==> config.mk <==
export PLATFORM = sky130hd
export DESIGN_NAME = sdram_read_after_write_sequencer
export DESIGN_NICKNAME = d
export VERILOG_FILES = /design/src/sdram_seq_pkg.sv /design/src/gap_timer.sv /design/src/bank_row_table.sv /design/src/sdram_read_after_write_sequencer.sv
export SDC_FILE = /design/constraint.sdc
export NUM_CORES = 1
export LEC_CHECK = 0
export BUFFER_PORTS_ARGS = -buffer_cell sky130_fd_sc_hd__buf_2
export CORE_UTILIZATION = 50
export CTS_CLUSTER_SIZE = 40
export DETAILED_ROUTE_END_ITERATION = 8
export PLACE_DENSITY = 0.71
export SKIP_LAST_GASP = 1
export SLEW_MARGIN = 20
export SYNTH_ARGS = -nofsm -noshare
export SYNTH_HDL_FRONTEND = slang
export SYNTH_HIERARCHICAL = 1
export SYNTH_SLANG_ARGS = --single-unit
==> constraint.sdc <==
create_clock -name CORE_CLK_IN -period 6.6 [get_ports CORE_CLK_IN]
set_input_delay 0.33 -clock CORE_CLK_IN [delete_from_list [all_inputs] [get_ports CORE_CLK_IN]]
set_output_delay 0.33 -clock CORE_CLK_IN [all_outputs]
set_load 0.02 [all_outputs]
==> src/sdram_seq_pkg.sv <==
/*
  sdram_seq_pkg: shared constants for the read-after-write sequencer.
  assumes a 100 MHz controller clock; memory timings are given in cycles.
*/
package sdram_seq_pkg;

  localparam int CLK_PERIOD_NS = 10;

  // default memory timings in clock cycles
  localparam int T_WR_CYC  = 3;
  localparam int T_RP_CYC  = 3;
  localparam int T_RCD_CYC = 3;
  localparam int T_WTR_CYC = 2;
  localparam int CAS_CYC   = 3;

  localparam int BANK_W = 2;
  localparam int ROW_W  = 13;
  localparam int COL_W  = 10;
  localparam int CNT_W  = 8;

  // command encodings on {cs_n, ras_n, cas_n, we_n}
  localparam logic [3:0] CMD_NOP   = 4'h7;
  localparam logic [3:0] CMD_ACT   = 4'h3;
  localparam logic [3:0] CMD_READ  = 4'h5;
  localparam logic [3:0] CMD_WRITE = 4'h4;
  localparam logic [3:0] CMD_PRE   = 4'h2;

  // address bit that selects precharge of all banks; held low to precharge only the addressed bank
  localparam int A10_POS = 10;

endpackage : sdram_seq_pkg

==> src/gap_timer.sv <==
/*
  gap_timer: down counter that reports when a loaded interval has elapsed.
  assumes load and the loaded count are synchronous to clk.
*/
`timescale 1ns/1ps
`default_nettype none
module gap_timer #(
  parameter int CNT_W = 8
) (
  input  wire logic             clk_in,
  input  wire logic             rst_in,
  input  wire logic             load_in,
  input  wire logic [CNT_W-1:0] count_in,
  output logic                  done_out
);
  logic [CNT_W-1:0] cnt_r;

  always_ff @(posedge clk_in) begin
    if (rst_in) begin
      cnt_r <= '0;
    end else if (load_in) begin
      cnt_r <= count_in;
    end else if (cnt_r != '0) begin
      cnt_r <= cnt_r - 1'b1;
    end
  end

  assign done_out = (cnt_r == '0) && !load_in;
endmodule : gap_timer
`default_nettype wire

==> src/bank_row_table.sv <==
/*
  bank_row_table: open-row record for each bank, flip-flop storage.
  assumes one open or close update per cycle at most.
*/
`timescale 1ns/1ps
`default_nettype none
module bank_row_table #(
  parameter int BANK_W = 2,
  parameter int ROW_W  = 13
) (
  input  wire logic              clk_in,
  input  wire logic              rst_in,
  input  wire logic              open_in,
  input  wire logic              close_in,
  input  wire logic [BANK_W-1:0] bank_in,
  input  wire logic [ROW_W-1:0]  row_in,
  output logic                   is_open_out,
  output logic [ROW_W-1:0]       open_row_out
);
  localparam int NBANK = 1 << BANK_W;
  logic             valid_r [NBANK];
  logic [ROW_W-1:0] row_r   [NBANK];

  genvar g;
  generate
    for (g = 0; g < NBANK; g++) begin : g_bank
      always_ff @(posedge clk_in) begin
        if (rst_in) begin
          valid_r[g] <= 1'b0;
          row_r[g]   <= '0;
        end else if (bank_in == BANK_W'(g)) begin
          if (open_in) begin
            valid_r[g] <= 1'b1;
            row_r[g]   <= row_in;
          end else if (close_in) begin
            valid_r[g] <= 1'b0;
          end
        end
      end
    end
  endgenerate

  assign is_open_out  = valid_r[bank_in];
  assign open_row_out = row_r[bank_in];
endmodule : bank_row_table
`default_nettype wire

==> src/sdram_read_after_write_sequencer.sv <==
/*
  sdram_read_after_write_sequencer: issues write, precharge, activate and
  read commands to an sdram with the required gaps between them.
  assumes user inputs synchronous to CORE_CLK_IN; the memory runs on the
  same clock, so one memory cycle equals one controller cycle.
*/
`timescale 1ns/1ps
`default_nettype none
// Behaviour
// - A request with its address is taken only in a cycle where request and ready are both high.
// - A read to another row of a bank holding an open row first precharges that bank.
// - The precharge waits the write recovery interval after the last write data.
// - An activate waits the row precharge interval after the precharge.
// - A read waits the activate-to-read interval after the activate.
// - Read data is expected a CAS latency after the read command.
// - A read to the same open row after a write waits the write-to-read interval.
// - A read that hits the open row issues no precharge or activate.
// - On a row change the read still holds in rd until the write-to-read interval has run out.
// - All memory timings are module parameters.
module sdram_read_after_write_sequencer #(
  parameter int T_WR  = sdram_seq_pkg::T_WR_CYC,
  parameter int T_RP  = sdram_seq_pkg::T_RP_CYC,
  parameter int T_RCD = sdram_seq_pkg::T_RCD_CYC,
  parameter int T_WTR = sdram_seq_pkg::T_WTR_CYC,
  parameter int CAS   = sdram_seq_pkg::CAS_CYC
) (
  input  wire logic                             CORE_CLK_IN,
  input  wire logic                             SYS_RST_IN,
  input  wire logic                             READ_REQ_IN,
  input  wire logic                             WRITE_REQ_IN,
  input  wire logic [sdram_seq_pkg::BANK_W-1:0] BANK_IN,
  input  wire logic [sdram_seq_pkg::ROW_W-1:0]  ROW_IN,
  input  wire logic [sdram_seq_pkg::COL_W-1:0]  COL_IN,
  output logic                                  READY_OUT,
  output logic                                  RDATA_VALID_OUT,
  output logic                                  CS_N_OUT,
  output logic                                  RAS_N_OUT,
  output logic                                  CAS_N_OUT,
  output logic                                  WE_N_OUT,
  output logic [sdram_seq_pkg::BANK_W-1:0]      MEM_BA_OUT,
  output logic [sdram_seq_pkg::ROW_W-1:0]       MEM_ADDR_OUT
);
  localparam int BW = sdram_seq_pkg::BANK_W;
  localparam int RW = sdram_seq_pkg::ROW_W;
  localparam int CW = sdram_seq_pkg::COL_W;
  localparam int NW = sdram_seq_pkg::CNT_W;

  typedef enum logic [2:0] {
    ST_IDLE, ST_WAIT_WR, ST_PRE, ST_WAIT_RP, ST_ACT, ST_WAIT_RCD, ST_RD, ST_WR
  } state_t;

  state_t        state_r;
  logic          is_read_r;
  logic [BW-1:0] bank_r;
  logic [RW-1:0] row_r;
  logic [CW-1:0] col_r;
  logic          last_write_r;
  logic [3:0]    cmd_r;
  logic [CAS-1:0] rd_pipe_r;

  logic          accept;
  logic          row_open;
  logic [RW-1:0] open_row;
  logic          wr_done;
  logic          wtr_done;
  logic          gap_done;
  logic          gap_load;
  logic [NW-1:0] gap_count;
  logic          tbl_open;
  logic          tbl_close;
  logic          rd_go;
  logic          row_hit;

  function automatic logic [NW-1:0] cyc(input int n);
    cyc = (n > 1) ? NW'(n - 1) : '0;
  endfunction : cyc

  assign READY_OUT = (state_r == ST_IDLE);
  assign accept    = READY_OUT && (READ_REQ_IN || WRITE_REQ_IN);

  // write recovery and write-to-read both start at the write command
  gap_timer #(.CNT_W(NW)) u_wr_timer (
    .clk_in   (CORE_CLK_IN),
    .rst_in   (SYS_RST_IN),
    .load_in  (state_r == ST_WR),
    .count_in (cyc(T_WR + 1)),
    .done_out (wr_done)
  );

  gap_timer #(.CNT_W(NW)) u_wtr_timer (
    .clk_in   (CORE_CLK_IN),
    .rst_in   (SYS_RST_IN),
    .load_in  (state_r == ST_WR),
    .count_in (cyc(T_WTR + 1)),
    .done_out (wtr_done)
  );

  gap_timer #(.CNT_W(NW)) u_gap_timer (
    .clk_in   (CORE_CLK_IN),
    .rst_in   (SYS_RST_IN),
    .load_in  (gap_load),
    .count_in (gap_count),
    .done_out (gap_done)
  );

  assign gap_load  = (state_r == ST_PRE) || (state_r == ST_ACT);
  assign gap_count = (state_r == ST_PRE) ? cyc(T_RP) : cyc(T_RCD);

  assign tbl_open  = (state_r == ST_ACT);
  assign tbl_close = (state_r == ST_PRE);

  // same-row read after a write holds off until write-to-read has run out
  assign rd_go   = !last_write_r || wtr_done;
  assign row_hit = row_open && (open_row == ROW_IN);

  bank_row_table #(.BANK_W(BW), .ROW_W(RW)) u_rows (
    .clk_in       (CORE_CLK_IN),
    .rst_in       (SYS_RST_IN),
    .open_in      (tbl_open),
    .close_in     (tbl_close),
    .bank_in      (state_r == ST_IDLE ? BANK_IN : bank_r),
    .row_in       (row_r),
    .is_open_out  (row_open),
    .open_row_out (open_row)
  );

  // address is held from the take to the end of the sequence
  always_ff @(posedge CORE_CLK_IN) begin
    if (SYS_RST_IN) begin
      bank_r <= '0;
      row_r  <= '0;
      col_r  <= '0;
    end else if (accept) begin
      bank_r <= BANK_IN;
      row_r  <= ROW_IN;
      col_r  <= COL_IN;
    end
  end

  // read wins when both requests stand in the same cycle
  always_ff @(posedge CORE_CLK_IN) begin
    if (SYS_RST_IN) begin
      is_read_r <= 1'b0;
    end else if (accept) begin
      is_read_r <= READ_REQ_IN;
    end
  end

  always_ff @(posedge CORE_CLK_IN) begin
    if (SYS_RST_IN) begin
      last_write_r <= 1'b0;
    end else if (state_r == ST_WR) begin
      last_write_r <= 1'b1;
    end else if (state_r == ST_RD && rd_go) begin
      // cleared only once the read leaves, so a long write-to-read is kept whole
      last_write_r <= 1'b0;
    end
  end

  // idle waits for a take; wait_wr lets write recovery run out; pre and act
  // stand one cycle each and load the gap timer; wait_rp and wait_rcd sit on
  // that timer; rd holds until the read may go; wr issues the write
  always_ff @(posedge CORE_CLK_IN) begin
    if (SYS_RST_IN) begin
      state_r <= ST_IDLE;
    end else begin
      case (state_r)
        ST_IDLE: begin
          if (accept) begin
            if (row_hit) begin
              state_r <= READ_REQ_IN ? ST_RD : ST_WR;
            end else if (row_open) begin
              state_r <= ST_WAIT_WR;
            end else begin
              state_r <= ST_ACT;
            end
          end
        end
        ST_WAIT_WR: begin
          if (wr_done) begin
            state_r <= ST_PRE;
          end
        end
        ST_PRE: begin
          state_r <= ST_WAIT_RP;
        end
        ST_WAIT_RP: begin
          if (gap_done) begin
            state_r <= ST_ACT;
          end
        end
        ST_ACT: begin
          state_r <= ST_WAIT_RCD;
        end
        // no write-to-read wait here; precharge plus activate cover it
        ST_WAIT_RCD: begin
          if (gap_done) begin
            state_r <= is_read_r ? ST_RD : ST_WR;
          end
        end
        ST_RD: begin
          if (rd_go) begin
            state_r <= ST_IDLE;
          end
        end
        ST_WR: begin
          state_r <= ST_IDLE;
        end
        default: begin
          state_r <= ST_IDLE;
        end
      endcase
    end
  end

  always_ff @(posedge CORE_CLK_IN) begin
    if (SYS_RST_IN) begin
      cmd_r <= sdram_seq_pkg::CMD_NOP;
    end else begin
      case (state_r)
        ST_PRE:  cmd_r <= sdram_seq_pkg::CMD_PRE;
        ST_ACT:  cmd_r <= sdram_seq_pkg::CMD_ACT;
        ST_RD:   cmd_r <= rd_go ? sdram_seq_pkg::CMD_READ : sdram_seq_pkg::CMD_NOP;
        ST_WR:   cmd_r <= sdram_seq_pkg::CMD_WRITE;
        default: cmd_r <= sdram_seq_pkg::CMD_NOP;
      endcase
    end
  end

  always_ff @(posedge CORE_CLK_IN) begin
    if (SYS_RST_IN) begin
      MEM_BA_OUT <= '0;
    end else begin
      MEM_BA_OUT <= bank_r;
    end
  end

  // row on activate, column on read or write; zero keeps precharge to one bank
  always_ff @(posedge CORE_CLK_IN) begin
    if (SYS_RST_IN) begin
      MEM_ADDR_OUT <= '0;
    end else begin
      case (state_r)
        ST_ACT:  MEM_ADDR_OUT <= row_r;
        ST_RD:   MEM_ADDR_OUT <= rd_go ? RW'(col_r) : '0;
        ST_WR:   MEM_ADDR_OUT <= RW'(col_r);
        default: MEM_ADDR_OUT <= '0;
      endcase
    end
  end

  assign CS_N_OUT  = cmd_r[3];
  assign RAS_N_OUT = cmd_r[2];
  assign CAS_N_OUT = cmd_r[1];
  assign WE_N_OUT  = cmd_r[0];

  // read data window: cas cycles after the read command leaves the pins
  always_ff @(posedge CORE_CLK_IN) begin
    if (SYS_RST_IN) begin
      rd_pipe_r <= '0;
    end else begin
      rd_pipe_r <= {rd_pipe_r[CAS-2:0], cmd_r == sdram_seq_pkg::CMD_READ};
    end
  end

  assign RDATA_VALID_OUT = rd_pipe_r[CAS-1];
endmodule : sdram_read_after_write_sequencer
`default_nettype wire

==> flow_summary.rst, run 1 <==
.. list-table::
   :header-rows: 1

   * - Metric
     - Value
   * - Post-route fraction of the period consumed by the critical path
     - around half
   * - Worst relative slew slack
     - 31.0%
   * - Slowest-stage cell, CP
     - sky130_fd_sc_hd__mux4_1
   * - Clock sink count
     - around 130
   * - Share of post-route cells with drive strength above 1
     - 15.3%
   * - Largest cells by area after synthesis
     - sky130_fd_sc_hd__edfxtp_1 28%, sky130_fd_sc_hd__dfxtp_1 25%, sky130_fd_sc_hd__nor2_1 5.6%
   * - Worst reg-to-reg path cell count
     - 8
   * - Synth top area share
     - roughly 28%
   * - Die Y
     - 112 um
   * - CP bufs+invs
     - 0
   * - Final worst-path setup slack
     - between 3 and 4 ns
   * - Layout overhead on the synthesized area
     - 15.7%
   * - Post-synthesis register bit count
     - approximately 130
   * - Met2 wire length
     - a little under 6000 um
   * - Gate count of the mapped netlist
     - about 590
   * - Largest net degree at the start of global routing
     - 70
   * - Top cells by count, synth
     - 90 x sky130_fd_sc_hd__nor2_1, 75 x sky130_fd_sc_hd__dfxtp_1, 66 x sky130_fd_sc_hd__nand2_1, 56 x sky130_fd_sc_hd__edfxtp_1, 42 x sky130_fd_sc_hd__a21oi_1
   * - Ys flop type
     - sky130_fd_sc_hd__dfxtp_1
   * - Gate family responsible for the most delay along the worst path
     - multiplexers
   * - RSZ-0062 raised after global routing
     - false
   * - Fin Clk Skew
     - ~0.0060 ns
   * - Startpoint Class
     - flop
   * - WHS Path Cells
     - 3
   * - Resized cells post-CTS
     - 0
   * - Maximum clock insertion buffer count
     - 2
   * - Master cell of the clock root buffer
     - sky130_fd_sc_hd__clkbuf_16
   * - Max Freq
     - ~0.3 GHz
   * - Port Buf Inserts
     - 48
   * - # DRC
     - 4
   * - GR Overflow Total
     - 0
   * - CTS tree
     - done
   * - Met3 routed WL
     - ~1200 um
   * - Stage delay of the slowest cell on the critical path
     - 0.67 ns
   * - Pre-CTS WS
     - 3.27 ns
   * - Period minus WS final
     - roughly 3.3 ns
   * - Clock transition at the registers of the reported paths
     - approximately 0.050 ns
   * - Layout Cells excl Fill
     - 803
   * - Path type of the worst min-delay path
     - in2reg
   * - Die W
     - approximately 110 um
   * - Number of antenna violations at the first check in global routing
     - 0
   * - CTS H-tree lvls
     - 4
   * - IO Pins
     - 50
   * - CP Class
     - reg2reg
   * - Max FO, Critical Path
     - 18
   * - Vias per cell
     - approximately 5.7
   * - Most frequently used cell type in the post-synthesis netlist
     - sky130_fd_sc_hd__nor2_1
   * - Routability congestion estimate
     - 0.927
   * - Library cells used by synthesis
     - 54
   * - Detailed placement HPWL
     - between 9000 and 10000 um
   * - Number of flops mapped to enable cells by yosys
     - 56
   * - Total negative setup slack
     - 0 ns
   * - WL final
     - around 13000 um
   * - Final count of pins violating max slew
     - 0
   * - Chain of cells forming the critical path
     - nor3_4 -> mux2_2 -> mux4_1 -> xnor2_1 -> nand4_1 -> nor4_1 -> a31oi_1 -> o211a_1
   * - Type of element capturing the critical path
     - flop
   * - Via total after detailed routing
     - 4539
   * - Final ANT Viol Nets
     - 0
   * - Crit path required time
     - slightly below 7 ns
   * - Max layer used
     - met4
   * - Total die area
     - 0.0125 mm2
   * - Wire length of the first global-routing pass
     - ~22000 um
   * - Tightest Pin Transition
     - approximately 1.0 ns
   * - Placed cells
     - a little under 800
   * - Post CTS Setup Buffer Count
     - 0
   * - Total core area
     - 0.0116 mm2
   * - Final hold violations
     - 0
   * - Violations in the final reports
     - DRC
   * - CTS hold repair buffers
     - 0
   * - Antenna cells
     - 0
   * - Starting Density
     - about 52%
   * - Dominant cell type by area after synthesis
     - sky130_fd_sc_hd__edfxtp_1
   * - Number of clock buffers inserted by TritonCTS
     - 17
   * - First-iteration detailed-routing DRC count
     - ~490
   * - Fraction of the yosys area taken by sequential cells
     - 52.9%
   * - Run status
     - complete, but fails checks
   * - # Max-Cap Violations
     - 0
   * - Power density cells
     - ~460 mW/mm2
   * - Fraction of registers with async set/reset
     - 0%
   * - Highest ir drop seen on vdd
     - approximately 0.23 mV
   * - Mapped cell area
     - 0.00602 mm2
   * - Worst EP arrival
     - 3.62 ns
   * - Global-route total usage across every layer
     - approximately 23%
   * - Mapped Avg Cell Area
     - approximately 10 um2
   * - FP Rows
     - 39
   * - Clock insertion delay at the later pin of the skew report
     - between 0.4 and 0.5 ns
   * - Number of nets in the finished design
     - approximately 700
   * - Total number of cells along the worst setup path
     - 8
   * - Via count of the first global-routing pass
     - 4170
   * - Final number of setup-violating endpoints
     - 0
   * - Count of TritonRoute iterations in the first routing pass
     - 7
   * - P_leak
     - approximately 2.7 nW
   * - Average routed wire per standard cell
     - approximately 17 um
   * - Met1 routed wirelength after detailed routing
     - approximately 6200 um
   * - Yosys warnings
     - 6
[through the flow]
stage	utilization, %	instance area, um2	hold slack [ns]	total power, W
6_report	60.2	6960	0.151	0.00317
5_1_grt	60.2	6960	0.147	0.00337
4_1_cts	60.0	6940	0.138	0.00317
3_5_place_dp	55.0	6360	0.424	0.00225
3_3_place_gp	55.0	6360	0.432	0.00222
2_1_floorplan	-	6110	0.403	0.00209
[worst min-delay path, stage by stage]
cell	delay [ns]
sky130_fd_sc_hd__buf_2	0.10
sky130_fd_sc_hd__nand2_1	0.04
sky130_fd_sc_hd__a21oi_1	0.05
[registers in the layout, summed over array words and instances (netlist names)]
name,flops
rd_pipe_r,3
u_rows/row_r,52
col_r,10
is_read_r,1
MEM_BA_OUT,2
bank_r,2
u_gap_timer/cnt_r,8
u_rows/valid_r,4
MEM_ADDR_OUT,13
u_wtr_timer/cnt_r,8
last_write_r,1
u_wr_timer/cnt_r,8
cmd_r,3
state_r,3
row_r,13
[path summary, 6_finish.rpt]
kind                  end  slack (ns)        from
max            state_r[0]        3.29  state_r[0]
min              col_r[4]        0.15   COL_IN[4]
max reg2reg    state_r[0]        3.29  state_r[0]
min reg2reg  rd_pipe_r[0]        0.43    cmd_r[1]
[report_power, final]
group          total, W  switching [W]  internal (W)
clock network  0.000914       0.000331      0.000583
registers       0.00117       0.000148       0.00102
logic           0.00109       0.000640      0.000451
[cell usage in the layout (no fill, tap or decap), drive strengths merged, types with 5 or more instances in the layout]
cell type | synthesis | layout
nor2 | 90 | 90
dfxtp | 75 | 75
nand2 | 67 | 67
edfxtp | 56 | 56
buf | 20 | 51
a21oi | 42 | 42
conb | 2 | 28
clkbuf | 14 | 25
inv | 16 | 16
nand3b | 15 | 15
a22oi | 14 | 14
mux4 | 14 | 14
nor2b | 13 | 13
xnor2 | 12 | 12
nor3 | 12 | 12
o21ai | 12 | 12
nand2b | 10 | 10
a211oi | 9 | 9
xor2 | 8 | 8
a31oi | 8 | 8
o21bai | 8 | 8
mux2i | 6 | 6
ha | 6 | 6
or3 | 5 | 5
[layer usage]
layer | GRT usage, % | vias up
met5 | 0 | -
met4 | 8.11 | 0
met3 | 7.13 | 20
met2 | 32.5 | 210
met1 | 33.3 | 2126
li1 | - | 2183
[final cells by class]
| type | instances | area [um2] |
|---|---|---|
| clock buffer | 25 | 519 |
| clock inverter | 7 | 67.6 |
| fill | 954 | 4610 |
| inverter | 16 | 60.1 |
| multi-input combinational | 430 | 2690 |
| sequential | 131 | 3180 |
| tap | 143 | 179 |
| timing repair buffer | 51 | 263 |
[cell families (layout without fill, tap and decap cells)]
logic type                 after synthesis  after routing  synth area share, %
AOI/OAI and AO/OA                      107            107                 11.3
xor gates and xnor gates                20             20                 2.91
and+or+nand+nor                        246            246                 20.0
DFF                                    131            131                 52.9
buffers and inverters                   50             99                 4.33
adders and majority gates                6              6                 1.25
muxes                                   23             23                 7.11
other                                    2             28                0.125
No activity file was read; power rests on OpenSTA's default activity.
==> run 2: changes to the inputs <==
--- a/config.mk
+++ b/config.mk
@@ -9,7 +9,7 @@
 export CORE_UTILIZATION = 50
 export CTS_CLUSTER_SIZE = 40
 export DETAILED_ROUTE_END_ITERATION = 8
-export PLACE_DENSITY = 0.71
+export PLACE_DENSITY = 0.73
 export SKIP_LAST_GASP = 1
 export SLEW_MARGIN = 20
 export SYNTH_ARGS = -nofsm -noshare
==> constraint.sdc (replaced) <==
create_clock -name CORE_CLK_IN -period 2.85 [get_ports CORE_CLK_IN]
set_input_delay 0.1425 -clock CORE_CLK_IN [delete_from_list [all_inputs] [get_ports CORE_CLK_IN]]
set_output_delay 0.1425 -clock CORE_CLK_IN [all_outputs]
set_load 0.02 [all_outputs]
==> run 2 against run 1 <==
Compared with the run above: the run still ends with DRC left; clock-buffer cell count is 4 lower; flip-flop and latch count unchanged; clock power increased by 120%; critical path type unchanged; highest routed layer unchanged.
==> flow_summary.rst, run 2 (synthesized netlist as in run 1, its figures left out) <==
.. list-table::
   :header-rows: 1

   * - Metric
     - Value
   * - Total die area
     - 0.0125 mm2 (unchanged)
   * - Area used by multi-input combinational logic
     - 0.00268 mm2 (-0.14%)
   * - Power density cells
     - 1040 mW/mm2 (+130%)
   * - Utilization of the core after routing
     - 63.2% (+3.1 points)
   * - Average routed wire per standard cell
     - 16.7 um (-0.53%)
   * - WHS Path Cells
     - 3 (unchanged)
   * - Clock insertion delay at the later pin of the skew report
     - 0.42 ns (about the same)
   * - Maximum clock insertion buffer count
     - 2 (unchanged)
   * - Detailed placement HPWL
     - 9730 um (+0.94%)
   * - Register with the highest flop count
     - u_rows/row_r
   * - Starting Density
     - 52.0% (unchanged)
   * - FP Rows
     - 39 (unchanged)
   * - Number of nets in the finished design
     - 728 (+6.7%)
   * - Worst r2r src
     - state_r[2]
   * - Type of element capturing the critical path
     - flop
   * - Placed cells
     - 794 (+3.0%)
   * - Layout Cells excl Fill
     - 850 (+5.9%)
   * - Via count of the first global-routing pass
     - 4612 (+11%)
   * - WL final
     - 14200 um (+5.3%)
   * - Minimum hold slack
     - 0.0190 ns (-0.132 ns)
   * - Clock transition at the registers of the reported paths
     - 0.06 ns (about the same)
   * - Die W
     - 112 um (unchanged)
   * - Worst reg-to-reg path cell count
     - 10 (+2)
   * - P_leak
     - 2.88 nW (+7.1%)
   * - Port Buf Inserts
     - 48 (unchanged)
   * - Max FO, Critical Path
     - 12 (-6)
   * - Max FFs per register
     - 52 (unchanged)
   * - Tightest Pin Transition
     - 0.646 ns (-0.388 ns)
   * - Worst Hold Endpoint
     - row_r[12]
   * - Path type of the worst min-delay path
     - in2reg
   * - Most used cells in the layout excluding fill and tap cells
     - 90 x sky130_fd_sc_hd__nor2_1, 75 x sky130_fd_sc_hd__dfxtp_1, 66 x sky130_fd_sc_hd__nand2_1
   * - Final hold violations
     - 0 (unchanged)
   * - CP Class
     - reg2reg
   * - Routability congestion estimate
     - 0.884 (-4.6%)
   * - Beginning of the worst hold path
     - ROW_IN[12]
   * - Number of clock buffers inserted by TritonCTS
     - 17 (unchanged)
   * - Total core area
     - 0.0116 mm2 (unchanged)
   * - Clock sink count
     - 131 (unchanged)
   * - Filler Cells Inserted
     - 895 (-6.2%)
   * - Wire length of the first global-routing pass
     - 23200 um (+7.0%)
   * - Most frequent standard cell in the layout excluding fill and tap cells
     - sky130_fd_sc_hd__nor2_1
   * - Post-route fraction of the period consumed by the critical path
     - 94.5% (+44 points)
   * - Share of post-route cells with drive strength above 1
     - 17.7% (+2.4 points)
   * - First-iteration detailed-routing DRC count
     - 498 (+2.3%)
   * - Worst relative slew slack
     - 56.5% (+25 points)
   * - Violations in the final reports
     - DRC
   * - Final ANT Viol Nets
     - 0 (unchanged)
   * - Master cell of the clock root buffer
     - sky130_fd_sc_hd__clkbuf_16
   * - Global-route total usage across every layer
     - 24.4% (+1.4 points)
   * - # Max-Cap Violations
     - 0 (unchanged)
   * - Total negative setup slack
     - 0 ns (unchanged)
   * - Number of antenna violations at the first check in global routing
     - 1 (+1)
   * - Count of TritonRoute iterations in the first routing pass
     - 9 (+2)
   * - Crit path required time
     - 3.16 ns (-3.75 ns)
   * - Layout overhead on the synthesized area
     - 21.6%
   * - Worst EP arrival
     - 3.01 ns (-0.61 ns)
   * - Highest ir drop seen on vdd
     - 0.473 mV (+100%)
   * - Startpoint Class
     - flop
   * - RSZ-0062 raised after global routing
     - false
   * - Vias per cell
     - 5.61 (-0.83%)
   * - Period minus WS final
     - 2.69 ns (-0.619 ns)
   * - Setup slack, reg-to-reg
     - 0.16 ns (-3.13 ns)
   * - Final number of setup-violating endpoints
     - 0 (unchanged)
   * - Final count of pins violating max slew
     - 0 (unchanged)
   * - Final worst-path setup slack
     - 0.157 ns (-3.13 ns)
   * - CTS H-tree lvls
     - 4 (unchanged)
   * - Via total after detailed routing
     - 4765 (+5.0%)
   * - Largest net degree at the start of global routing
     - 33 (-53%)
   * - CTS tree
     - done
   * - Run status
     - complete, but fails checks
   * - Pre-CTS WS
     - 0.0210 ns (-3.25 ns)
   * - Total area of sequential cells
     - 0.00318 mm2 (unchanged)
   * - FF-to-FF End
     - state_r[0]
   * - GR Overflow Total
     - 0 (unchanged)
   * - Largest registers
     - u_rows/row_r (52), MEM_ADDR_OUT (13), row_r (13)
   * - Die Y
     - 112 um (unchanged)
   * - Fin Clk Skew
     - 0.00485 ns (-0.00111 ns)
   * - Max Freq
     - 0.371 GHz (+23%)
   * - IO Pins
     - 50 (unchanged)
   * - # DRC
     - 2 (-2)
## run 2: cell count changes in the layout (fill, tap and decap cells not counted), moves of 3 or more
cell	change
sky130_fd_sc_hd__clkbuf_16	-3
sky130_fd_sc_hd__o21bai_2	-4
sky130_fd_sc_hd__buf_4	+28
sky130_fd_sc_hd__o21bai_1	+4
sky130_fd_sc_hd__dlygate4sd3_1	+18
## run 2: what timing repair did
action	CTS	global route
endpoints found under the setup margin	1	1
hold endpoints to repair	18	0
setup buffers	0	5
gates resized for setup	1	2
hold buffers	18	0
## run 2: area by class of cell
type	instances	area share, %
Clock buffer	21	6.02
Tap cell	143	2.45
Timing Repair Buffer	97	8.93
Multi-Input combinational cell	430	36.7
Clock inverter	11	1.54
Sequential cell	131	43.5
Antenna cell	1	0.0342
Inverter	16	0.821
## run 2: where the power goes
part           internal (W)  total (W)  switching, W
clock network       0.00127    0.00205      0.000779
logic               0.00124    0.00291       0.00166
registers           0.00235    0.00263      0.000279
total               0.00487    0.00759       0.00272
## run 2: metal layers
metal / vias to the layer above / share of wire, % / track usage [%]
li1: 2282 / - / -
met1: 2264 / 43 / 30.8
met2: 189 / 47 / 38.4
met3: 30 / 7.7 / 8.06
met4: 0 / 2.6 / 10.5
met5: - / 0 / 0
## run 2: metrics by stage
step | area [um2] | total power (W)
after global placement | 6530 | 0.00532
final | 7310 | 0.00759
after global routing | 7310 | 0.00805
after CTS | 7270 | 0.00752
after detailed placement | 6530 | 0.00544
after floorplan | 6110 | 0.00484
## run 2: worst max-delay path by stage
stage / to / from / slack [ns]
4_1_cts: state_r[0] / state_r[0] / 0.05
6_report: state_r[0] / state_r[2] / 0.16
2_1_floorplan: state_r[0] / state_r[0] / 0.008
3_5_place_dp: state_r[0] / state_r[0] / 0.02
3_3_place_gp: state_r[0] / state_r[0] / 0.04
5_1_grt: state_r[0] / state_r[1] / 0.03
## run 2: worst max-delay path: stages, from the launching register on
cell and delay (ns):
sky130_fd_sc_hd__dfxtp_1 0.33, sky130_fd_sc_hd__buf_4 0.18, sky130_fd_sc_hd__and3_1 0.23, sky130_fd_sc_hd__or4b_1 0.56, sky130_fd_sc_hd__or2_1 0.28, sky130_fd_sc_hd__inv_1 0.08
sky130_fd_sc_hd__nor2b_1 0.05, sky130_fd_sc_hd__o21ai_2 0.16, sky130_fd_sc_hd__nand2_2 0.08, sky130_fd_sc_hd__or3_1 0.40, sky130_fd_sc_hd__o211a_1 0.23
